File: config.mk
export PLATFORM = sky130hd
export DESIGN_NAME = spr_top
export DESIGN_NICKNAME = d
export VERILOG_FILES = /design/src/spr_top.v /design/src/spr_channel.v /design/src/spr_arbiter.v
export VERILOG_INCLUDE_DIRS = /design/src
export SDC_FILE = /design/constraint.sdc
export NUM_CORES = 1
export LEC_CHECK = 0
export BUFFER_PORTS_ARGS = -buffer_cell sky130_fd_sc_hd__buf_2
export CELL_PAD_IN_SITES_DETAIL_PLACEMENT = 1
export CELL_PAD_IN_SITES_GLOBAL_PLACEMENT = 2
export CORE_UTILIZATION = 35
export CTS_BUF_LIST = sky130_fd_sc_hd__clkbuf_4
export DETAILED_ROUTE_END_ITERATION = 16
export GPL_ROUTABILITY_DRIVEN = 0
export GPL_TIMING_DRIVEN = 0
export PLACE_DENSITY = 0.85
export SLEW_MARGIN = 25
export SYNTH_ARGS = -nofsm -noshare
export SYNTH_HDL_FRONTEND = slang
export SYNTH_HIERARCHICAL = 1
export SYNTH_SLANG_ARGS = --single-unit
File: constraint.sdc
create_clock -name I_REF_CLK -period 1.4 [get_ports I_REF_CLK]
set_input_delay 0.14 -clock I_REF_CLK [delete_from_list [all_inputs] [get_ports I_REF_CLK]]
set_output_delay 0.14 -clock I_REF_CLK [all_outputs]
set_load 0.02 [all_outputs]
File: src/spr_map.vh
// Address map, field positions and constants for the shared peripheral block
`ifndef SPR_MAP_VH
`define SPR_MAP_VH

// ----------------------------------------------------------------------
// I/O addresses (byte addresses; decode compares word address bits A7..A1, i.e. byte address >> 1)
// ----------------------------------------------------------------------
`define SPR_ADDR_W            7
`define SPR_FDC_BASE          10'h280
`define SPR_FDC_LAST          10'h286
`define SPR_FLOPPY_CTRL_REG   10'h288
`define SPR_PRINTER_DATA      10'h28a
`define SPR_PRINTER_CTRL      10'h28c
`define SPR_FLOPPY_RESERVE    10'h28e
`define SPR_FLOPPY_RELEASE    10'h290
`define SPR_PRINTER_RESERVE   10'h292
`define SPR_PRINTER_RELEASE   10'h294
`define SPR_AREA_LO           10'h280
`define SPR_AREA_HI           10'h2fe

// ----------------------------------------------------------------------
// Fields and sizes
// ----------------------------------------------------------------------
`define SPR_GRANT_BIT         7
`define SPR_NUM_CH            4
`define SPR_DATA_W            8
`define SPR_GRANT_RESET       4'h0

`endif

File: src/spr_top.v
// Top level: four host channels sharing the floppy and printer units
`timescale 1ns/1ps
`include "spr_map.vh"

//
// Operation
// - Floppy select for 280-286 when qualified
// - Printer data select at 28A
// - Printer control select at 28C
// - Write 28E sets floppy request flag
// - Write 290 clears floppy request flag
// - Write 292 sets printer request flag
// - Write 294 clears printer request flag
// - Host reset or power fail clears flags
// - Drive host bus on selected reads
// - Bit 7 returns grant at 28E/292
// - Floppy control select needs floppy grant
// - Control load is select AND write
// - Printer token rotates one-hot, loads channel 0
// - Multiple grants or power fail clear all
// - Hold freezes token while owner requests
// - Area select qualifies every decode
module spr_top (
    input  wire        I_REF_CLK,
    input  wire        I_NRST,
    input  wire        I_CE,
    input  wire        I_POWER_GOOD,
    input  wire [3:0]  I_HOST_RESET,
    input  wire [3:0]  I_IO_AREA_SELECT,
    input  wire [27:0] I_ADDR,
    input  wire [3:0]  I_IORD,
    input  wire [3:0]  I_IOWR,
    input  wire        I_FLOPPY_WRITE_STROBE,
    output reg  [3:0]  O_FLOPPY_CONTROLLER_SELECT,
    output reg  [3:0]  O_PRINTER_DATA_SELECT,
    output reg  [3:0]  O_PRINTER_CONTROL_SELECT,
    output reg  [3:0]  O_FLOPPY_READ_PATH,
    output reg  [3:0]  O_PRINTER_READ_PATH,
    output reg  [3:0]  O_HOST_DRIVER_ENABLE,
    output reg  [3:0]  O_BUS7,
    output reg  [3:0]  O_FLOPPY_GRANT,
    output reg  [3:0]  O_PRINTER_GRANT,
    output reg         O_FLOPPY_CTRL_REG_SELECT,
    output reg         O_CONTROL_LOAD_STROBE,
    output reg         O_FLOPPY_HOLD,
    output reg         O_PRINTER_HOLD
);

    // ------------------------------------------------------------------
    // Channel instances
    // ------------------------------------------------------------------
    wire [3:0] fcs;
    wire [3:0] pds;
    wire [3:0] pcs;
    wire [3:0] fcrs;
    wire [3:0] frp;
    wire [3:0] prp;
    wire [3:0] hde;
    wire [3:0] b7;
    wire [3:0] floppy_request_flag;
    wire [3:0] printer_request_flag;
    wire [3:0] fgrant;
    wire [3:0] pgrant;
    wire       fhold;
    wire       phold;

    genvar g;
    generate
        for (g = 0; g < `SPR_NUM_CH; g = g + 1) begin : ch
            spr_channel u_ch (
                .i_clk                      (I_REF_CLK),
                .i_nrst                     (I_NRST),
                .i_ce                       (I_CE),
                .i_host_reset               (I_HOST_RESET[g]),
                .i_power_good               (I_POWER_GOOD),
                .i_io_area_select           (I_IO_AREA_SELECT[g]),
                .i_addr                     (I_ADDR[7*g+6:7*g]),
                .i_iord                     (I_IORD[g]),
                .i_iowr                     (I_IOWR[g]),
                .i_floppy_grant             (fgrant[g]),
                .i_printer_grant            (pgrant[g]),
                .o_floppy_controller_select (fcs[g]),
                .o_printer_data_select      (pds[g]),
                .o_printer_control_select   (pcs[g]),
                .o_floppy_ctrl_reg_select   (fcrs[g]),
                .o_floppy_read_path         (frp[g]),
                .o_printer_read_path        (prp[g]),
                .o_host_driver_enable       (hde[g]),
                .o_status_bit7              (b7[g]),
                .o_floppy_request_flag      (floppy_request_flag[g]),
                .o_printer_request_flag     (printer_request_flag[g])
            );
        end
    endgenerate

    // ------------------------------------------------------------------
    // Arbiters
    // ------------------------------------------------------------------
    spr_arbiter u_floppy_arb (
        .i_clk          (I_REF_CLK),
        .i_nrst         (I_NRST),
        .i_ce           (I_CE),
        .i_power_good   (I_POWER_GOOD),
        .i_request_flag (floppy_request_flag),
        .o_grant        (fgrant),
        .o_hold         (fhold)
    );

    spr_arbiter u_printer_arb (
        .i_clk          (I_REF_CLK),
        .i_nrst         (I_NRST),
        .i_ce           (I_CE),
        .i_power_good   (I_POWER_GOOD),
        .i_request_flag (printer_request_flag),
        .o_grant        (pgrant),
        .o_hold         (phold)
    );

    // ------------------------------------------------------------------
    // Output registers
    // ------------------------------------------------------------------
    wire fcrs_any;
    assign fcrs_any = |fcrs;

    always @(posedge I_REF_CLK or negedge I_NRST) begin
        if (!I_NRST) begin
            O_FLOPPY_CONTROLLER_SELECT <= 4'h0;
            O_PRINTER_DATA_SELECT      <= 4'h0;
            O_PRINTER_CONTROL_SELECT   <= 4'h0;
            O_FLOPPY_READ_PATH         <= 4'h0;
            O_PRINTER_READ_PATH        <= 4'h0;
            O_HOST_DRIVER_ENABLE       <= 4'h0;
            O_BUS7                     <= 4'h0;
            O_FLOPPY_GRANT             <= 4'h0;
            O_PRINTER_GRANT            <= 4'h0;
            O_FLOPPY_CTRL_REG_SELECT   <= 1'b0;
            O_CONTROL_LOAD_STROBE      <= 1'b0;
            O_FLOPPY_HOLD              <= 1'b0;
            O_PRINTER_HOLD             <= 1'b0;
        end else if (I_CE) begin
            O_FLOPPY_CONTROLLER_SELECT <= fcs;
            O_PRINTER_DATA_SELECT      <= pds;
            O_PRINTER_CONTROL_SELECT   <= pcs;
            O_FLOPPY_READ_PATH         <= frp;
            O_PRINTER_READ_PATH        <= prp;
            O_HOST_DRIVER_ENABLE       <= hde;
            O_BUS7                     <= b7;
            O_FLOPPY_GRANT             <= fgrant;
            O_PRINTER_GRANT            <= pgrant;
            O_FLOPPY_CTRL_REG_SELECT   <= fcrs_any;
            O_CONTROL_LOAD_STROBE      <= fcrs_any
                & I_FLOPPY_WRITE_STROBE;
            O_FLOPPY_HOLD              <= fhold;
            O_PRINTER_HOLD             <= phold;
        end
    end

endmodule // spr_top

File: src/spr_channel.v
// One host channel: I/O decode, reservation flags and grant readback
`timescale 1ns/1ps
`include "spr_map.vh"

module spr_channel (
    input  wire       i_clk,
    input  wire       i_nrst,
    input  wire       i_ce,
    input  wire       i_host_reset,
    input  wire       i_power_good,
    input  wire       i_io_area_select,
    input  wire [6:0] i_addr,
    input  wire       i_iord,
    input  wire       i_iowr,
    input  wire       i_floppy_grant,
    input  wire       i_printer_grant,
    output wire       o_floppy_controller_select,
    output wire       o_printer_data_select,
    output wire       o_printer_control_select,
    output wire       o_floppy_ctrl_reg_select,
    output wire       o_floppy_read_path,
    output wire       o_printer_read_path,
    output wire       o_host_driver_enable,
    output wire       o_status_bit7,
    output wire       o_floppy_request_flag,
    output wire       o_printer_request_flag
);

    // ------------------------------------------------------------------
    // Address compare
    // ------------------------------------------------------------------
    function hit;
        input [6:0] a;
        input [9:0] io_addr;
        begin
            hit = (a == io_addr[7:1]);
        end
    endfunction

    // Word address (A7..A1) of a byte I/O address
    function [6:0] word_of;
        input [9:0] io_addr;
        begin
            word_of = io_addr[7:1];
        end
    endfunction

    wire        qual;
    wire        fdc_hit;
    reg         floppy_request_flag_q;
    reg         printer_request_flag_q;
    wire        clear_all;

    assign qual    = i_io_area_select & ~i_host_reset & i_power_good;
    assign fdc_hit = (i_addr >= word_of(`SPR_FDC_BASE))
                   & (i_addr <= word_of(`SPR_FDC_LAST));

    assign o_floppy_controller_select = qual & fdc_hit;
    assign o_printer_data_select =
        qual & hit(i_addr, `SPR_PRINTER_DATA);
    assign o_printer_control_select =
        qual & hit(i_addr, `SPR_PRINTER_CTRL);
    assign o_floppy_ctrl_reg_select = i_io_area_select & ~i_host_reset
        & i_floppy_grant & hit(i_addr, `SPR_FLOPPY_CTRL_REG);

    // ------------------------------------------------------------------
    // Read paths and driver enable
    // ------------------------------------------------------------------
    wire stat_f;
    wire stat_p;
    assign stat_f = qual & i_iord & hit(i_addr, `SPR_FLOPPY_RESERVE);
    assign stat_p = qual & i_iord & hit(i_addr, `SPR_PRINTER_RESERVE);
    assign o_floppy_read_path  = i_iord & o_floppy_controller_select;
    assign o_printer_read_path = i_iord
        & (o_printer_data_select | o_printer_control_select);
    assign o_host_driver_enable = o_floppy_read_path
        | o_printer_read_path | stat_f | stat_p;
    assign o_status_bit7 = (stat_f & i_floppy_grant)
        | (stat_p & i_printer_grant);

    // ------------------------------------------------------------------
    // Reservation flags
    // ------------------------------------------------------------------
    assign clear_all = i_host_reset | ~i_power_good;

    always @(posedge i_clk or negedge i_nrst) begin
        if (!i_nrst) begin
            floppy_request_flag_q  <= 1'b0;
            printer_request_flag_q <= 1'b0;
        end else if (i_ce) begin
            if (clear_all) begin
                floppy_request_flag_q  <= 1'b0;
                printer_request_flag_q <= 1'b0;
            end else if (i_io_area_select & i_iowr) begin
                if (hit(i_addr, `SPR_FLOPPY_RESERVE))
                    floppy_request_flag_q <= 1'b1;
                else if (hit(i_addr, `SPR_FLOPPY_RELEASE))
                    floppy_request_flag_q <= 1'b0;
                if (hit(i_addr, `SPR_PRINTER_RESERVE))
                    printer_request_flag_q <= 1'b1;
                else if (hit(i_addr, `SPR_PRINTER_RELEASE))
                    printer_request_flag_q <= 1'b0;
            end
        end
    end

    assign o_floppy_request_flag  = floppy_request_flag_q;
    assign o_printer_request_flag = printer_request_flag_q;

endmodule // spr_channel

File: src/spr_arbiter.v
// Rotating one-hot grant arbiter with hold on active request
`timescale 1ns/1ps
`include "spr_map.vh"

module spr_arbiter (
    input  wire       i_clk,
    input  wire       i_nrst,
    input  wire       i_ce,
    input  wire       i_power_good,
    input  wire [3:0] i_request_flag,
    output wire [3:0] o_grant,
    output wire       o_hold
);

    reg  [3:0] grant_q;
    reg  [3:0] grant_d;
    wire       multi;
    wire       advance;

    assign multi = (grant_q[0] & grant_q[1]) | (grant_q[0] & grant_q[2])
                 | (grant_q[0] & grant_q[3]) | (grant_q[1] & grant_q[2])
                 | (grant_q[1] & grant_q[3]) | (grant_q[2] & grant_q[3]);

    // Hold masks the clock enable for the grant register, so the token freezes
    assign o_hold  = i_power_good
                   & (|(grant_q & i_request_flag));
    assign advance = i_ce & ~o_hold;

    always @* begin
        if (!i_power_good || multi)
            grant_d = `SPR_GRANT_RESET;
        else if (grant_q == 4'h0)
            grant_d = 4'h1;
        else
            grant_d = {grant_q[2:0], grant_q[3]};
    end

    always @(posedge i_clk or negedge i_nrst) begin
        if (!i_nrst)
            grant_q <= `SPR_GRANT_RESET;
        else if (advance)
            grant_q <= grant_d;
    end

    assign o_grant = grant_q;

endmodule // spr_arbiter

==> run metrics <==
status finished, violations left; failing checks setup timing; Seq pwr share 48.6%; Worst setup SP type flop; area grow syn2layout 24.9%; critical path fanouts, max 4; register area share after synthesis 39.4%; DR WL met3 388 microns; placed cell area 4140 sq um; Synth async-reset ratio 100%; data arrival time of the worst path 1.67 ns; internal power 2.66 mW; drc violations 0; TritonCTS clock tree built; layout cells sized above 1 47.1%; Primary FF master, synth dfrtp_1; vias in the first global route 3,067; Rows 36; Post-synth EDFFs 0; Non-Filler Instances 564; die span in x 103 microns; Worst R2R Path Depth 4; Critical Path Stages 4; Hold Violations, Final 0; R2R Path End O_PRINTER_HOLD; Synth area leaders dfrtp_1, mux2_4, nand4_1, nand2_1, nand3_1; worst stage delay on the critical path 0.47 ns; synthesized instance count 319; Leakage 2.17 nW; DRT Wirelength 9810 microns; worst path required time 1.67 ns; Core ar. 9820 sq um; CTS max path bufs 2; I/O pins 89; Yosys reg bits 56; remaining antenna violation count 0; unrepaired setup endpoints after global routing yes; top sig layer met4; die height 103 microns; TritonCTS Buffers 5; pin count of the biggest net entering global routing 57; fin crit period 1.40 ns; most common cell in the netlist dfrtp_1; cell taking the most area after synthesis dfrtp_1; Setup WS post-layout -0.00302 ns; Worst Skew 0.0266 ns; Detailed Place HPWL 6920 microns; internal reg-to-reg setup slack -0.003 ns; Slew headroom 51.1%; Worst path slowest cell dfrtp_2; drt pass-1 iters 4; met2 WL 4720 microns; Setup-failing EPs final 1; top cells by count, synth dfrtp_1, mux2_4, nand2_1; worst r2r src u_printer_arb/o_grant[0]; WHS Path Cells 4; Overflow after GRT 0; syn_area_per_cell 11.1 sq um; power per cell area 900 nW/um^2; Comb pwr share 32.0%; CP top delay family compound AO/OA/AOI/OAI gates; crit share post-route 100%; H-tree depth 2; Hold/Removal Path Class in2reg; Clk network pwr share 19.4%; Via density 5.38; Filler cells 1,165; worst slew pin tran 0.733 ns; met1 WL 4470 microns; VDD IR-drop max 333 uV; Distinct cells, synth 44; hold path startpoint I_ADDR[5]; Post-Syn Area 3550 sq um; Clock Latency Late Sink 0.39 ns; die area 10,600 sq um; Worst-path clk slew 0.18 ns; DR iter-0 viols 98; Starting Density 36.2%; Synthesized Nets 368; setup tns final -0.00302 ns; share of the synthesized area in the top cell type 39.4%; cell chain of the critical path a22o_4, o21ai_4, inv_2, mux2_4; Hold EP ch[0].u_ch/o_floppy_request_flag; final instance area 4440 sq um; Max-cap violations 0; Vias 3,035; final net count 479; GRT Overall Usage 19.4%; initial antenna violation count 0; Max Clk Rate 0.713 GHz; placed cells 536; ANT cells 0; Worst Setup End Kind flop; P_sw 1.33 mW; WL/cell 17.4 microns; Syn. warnings 6; CTS root buf clkbuf_4; final core utilization 45.2%; CP Class reg2reg; first-pass GRT wire length 15,900 microns; clock net sink count 56; Switching Share 33.3%; # port buffers 84; CP Buf/Inv Count 1; max-slew violations 0
-- cell usage in the layout (no fill, tap or decap), types with 3 or more instances in the layout --
cell type	n
buf_2	83
dfrtp_1	48
mux2_4	37
nand2_1	23
buf_4	18
nand4_1	16
inv_1	15
nand3_1	14
o21ai_0	12
nor3_1	10
nor2_1	9
nor3b_1	8
dfrtp_2	8
clkbuf_4	7
a22oi_1	6
nand4b_1	6
a21oi_1	5
buf_12	4
or4b_4	4
nor2b_1	4
clkbuf_8	4
and2b_2	4
nand2b_1	4
nor3b_2	4
nor4b_1	4
xor2_1	4
a21o_1	4
and3b_1	4
and4b_2	4
o311ai_2	4
and4bb_2	4
and3_1	4
and3b_2	4
and2_1	4
o21ai_1	4
a31oi_1	4
nor4_2	3
-- per-layer routing --
metal	vias up	global-route usage (%)
met5	-	0
met4	0	6.83
met3	18	2.78
met2	79	31.5
met1	1507	26.6
li1	1431	-
-- per-stage QoR --
step | setup slack [ns] | hold slack, ns | power, mW
after detailed placement | -0.405 | 0.256 | 2.97
final | -0.00302 | 0.0836 | 3.99
after global placement | -0.430 | 0.382 | 2.94
after CTS | 0.00535 | 0.0772 | 3.92
after global routing | -0.0304 | 0.103 | 4.21
after floorplan | 0.117 | -0.156 | 2.55
-- cells by family after synthesis --
family,after synthesis,share of synthesized area (%)
XOR/XNOR,4,0.985
AO/OA/AOI/OAI,52,10.9
AND/OR/NAND/NOR,143,27.2
buffers and inverters,26,5.67
flip-flops,56,39.4
multiplexers,38,15.8
-- power by group through the flow --
stage | sequential (mW) | combinational [mW] | clock (mW)
global route | 1.96 | 1.38 | 0.864
finish | 1.94 | 1.28 | 0.775
CTS | 1.94 | 1.18 | 0.795
floorplan | 2.06 | 0.495 | 0
global placement | 2.02 | 0.919 | 0
detailed placement | 2.03 | 0.944 | 0
-- state kept, by name, summed over array words and instances (netlist names) --
register / flops
O_BUS7: 4
O_FLOPPY_CONTROLLER_SELECT: 4
O_FLOPPY_GRANT: 4
O_FLOPPY_READ_PATH: 4
O_HOST_DRIVER_ENABLE: 4
O_PRINTER_CONTROL_SELECT: 4
O_PRINTER_DATA_SELECT: 4
O_PRINTER_GRANT: 4
O_PRINTER_READ_PATH: 4
ch.u_ch/o_floppy_request_flag: 4
ch.u_ch/o_printer_request_flag: 4
u_floppy_arb/o_grant: 4
u_printer_arb/o_grant: 4
O_CONTROL_LOAD_STROBE: 1
O_FLOPPY_CTRL_REG_SELECT: 1
O_FLOPPY_HOLD: 1
O_PRINTER_HOLD: 1
-- cell type report --
| type | instances | area [sq um] | area share [%] |
|---|---|---|---|
| tap | 133 | 166 | 3.75 |
| inverter | 17 | 63.8 | 1.44 |
| multi-input combinational | 237 | 2010 | 45.2 |
| clock buffer | 7 | 52.6 | 1.18 |
| clock inverter | 1 | 8.76 | 0.197 |
| timing repair buffer | 104 | 591 | 13.3 |
| buffer | 9 | 138 | 3.10 |
| sequential | 56 | 1410 | 31.8 |
-- timing repair --
action                                  4_1_cts  5_1_grt
endpoints found under the hold margin        57        0
endpoints found under the setup margin        4        4
gates resized for setup                      11        8
hold buffers                                  2        0
buffers inserted                             10        8
pin swaps                                     0        6
-- worst max path at each step --
stage                                  start                        to
floorplan            u_floppy_arb/o_grant[0]             O_FLOPPY_HOLD
global placement                  I_ADDR[21]  O_FLOPPY_CTRL_REG_SELECT
detailed placement                I_ADDR[21]  O_FLOPPY_CTRL_REG_SELECT
CTS                  u_floppy_arb/o_grant[2]             O_FLOPPY_HOLD
global route        u_printer_arb/o_grant[0]            O_PRINTER_HOLD
finish              u_printer_arb/o_grant[0]            O_PRINTER_HOLD
-- worst min-delay path, stage by stage --
cell and delay (ns):
buf_2 0.10, nor3b_2 0.07, nand4_1 0.07, o21ai_0 0.07
Power figures use the tool's default switching activity.
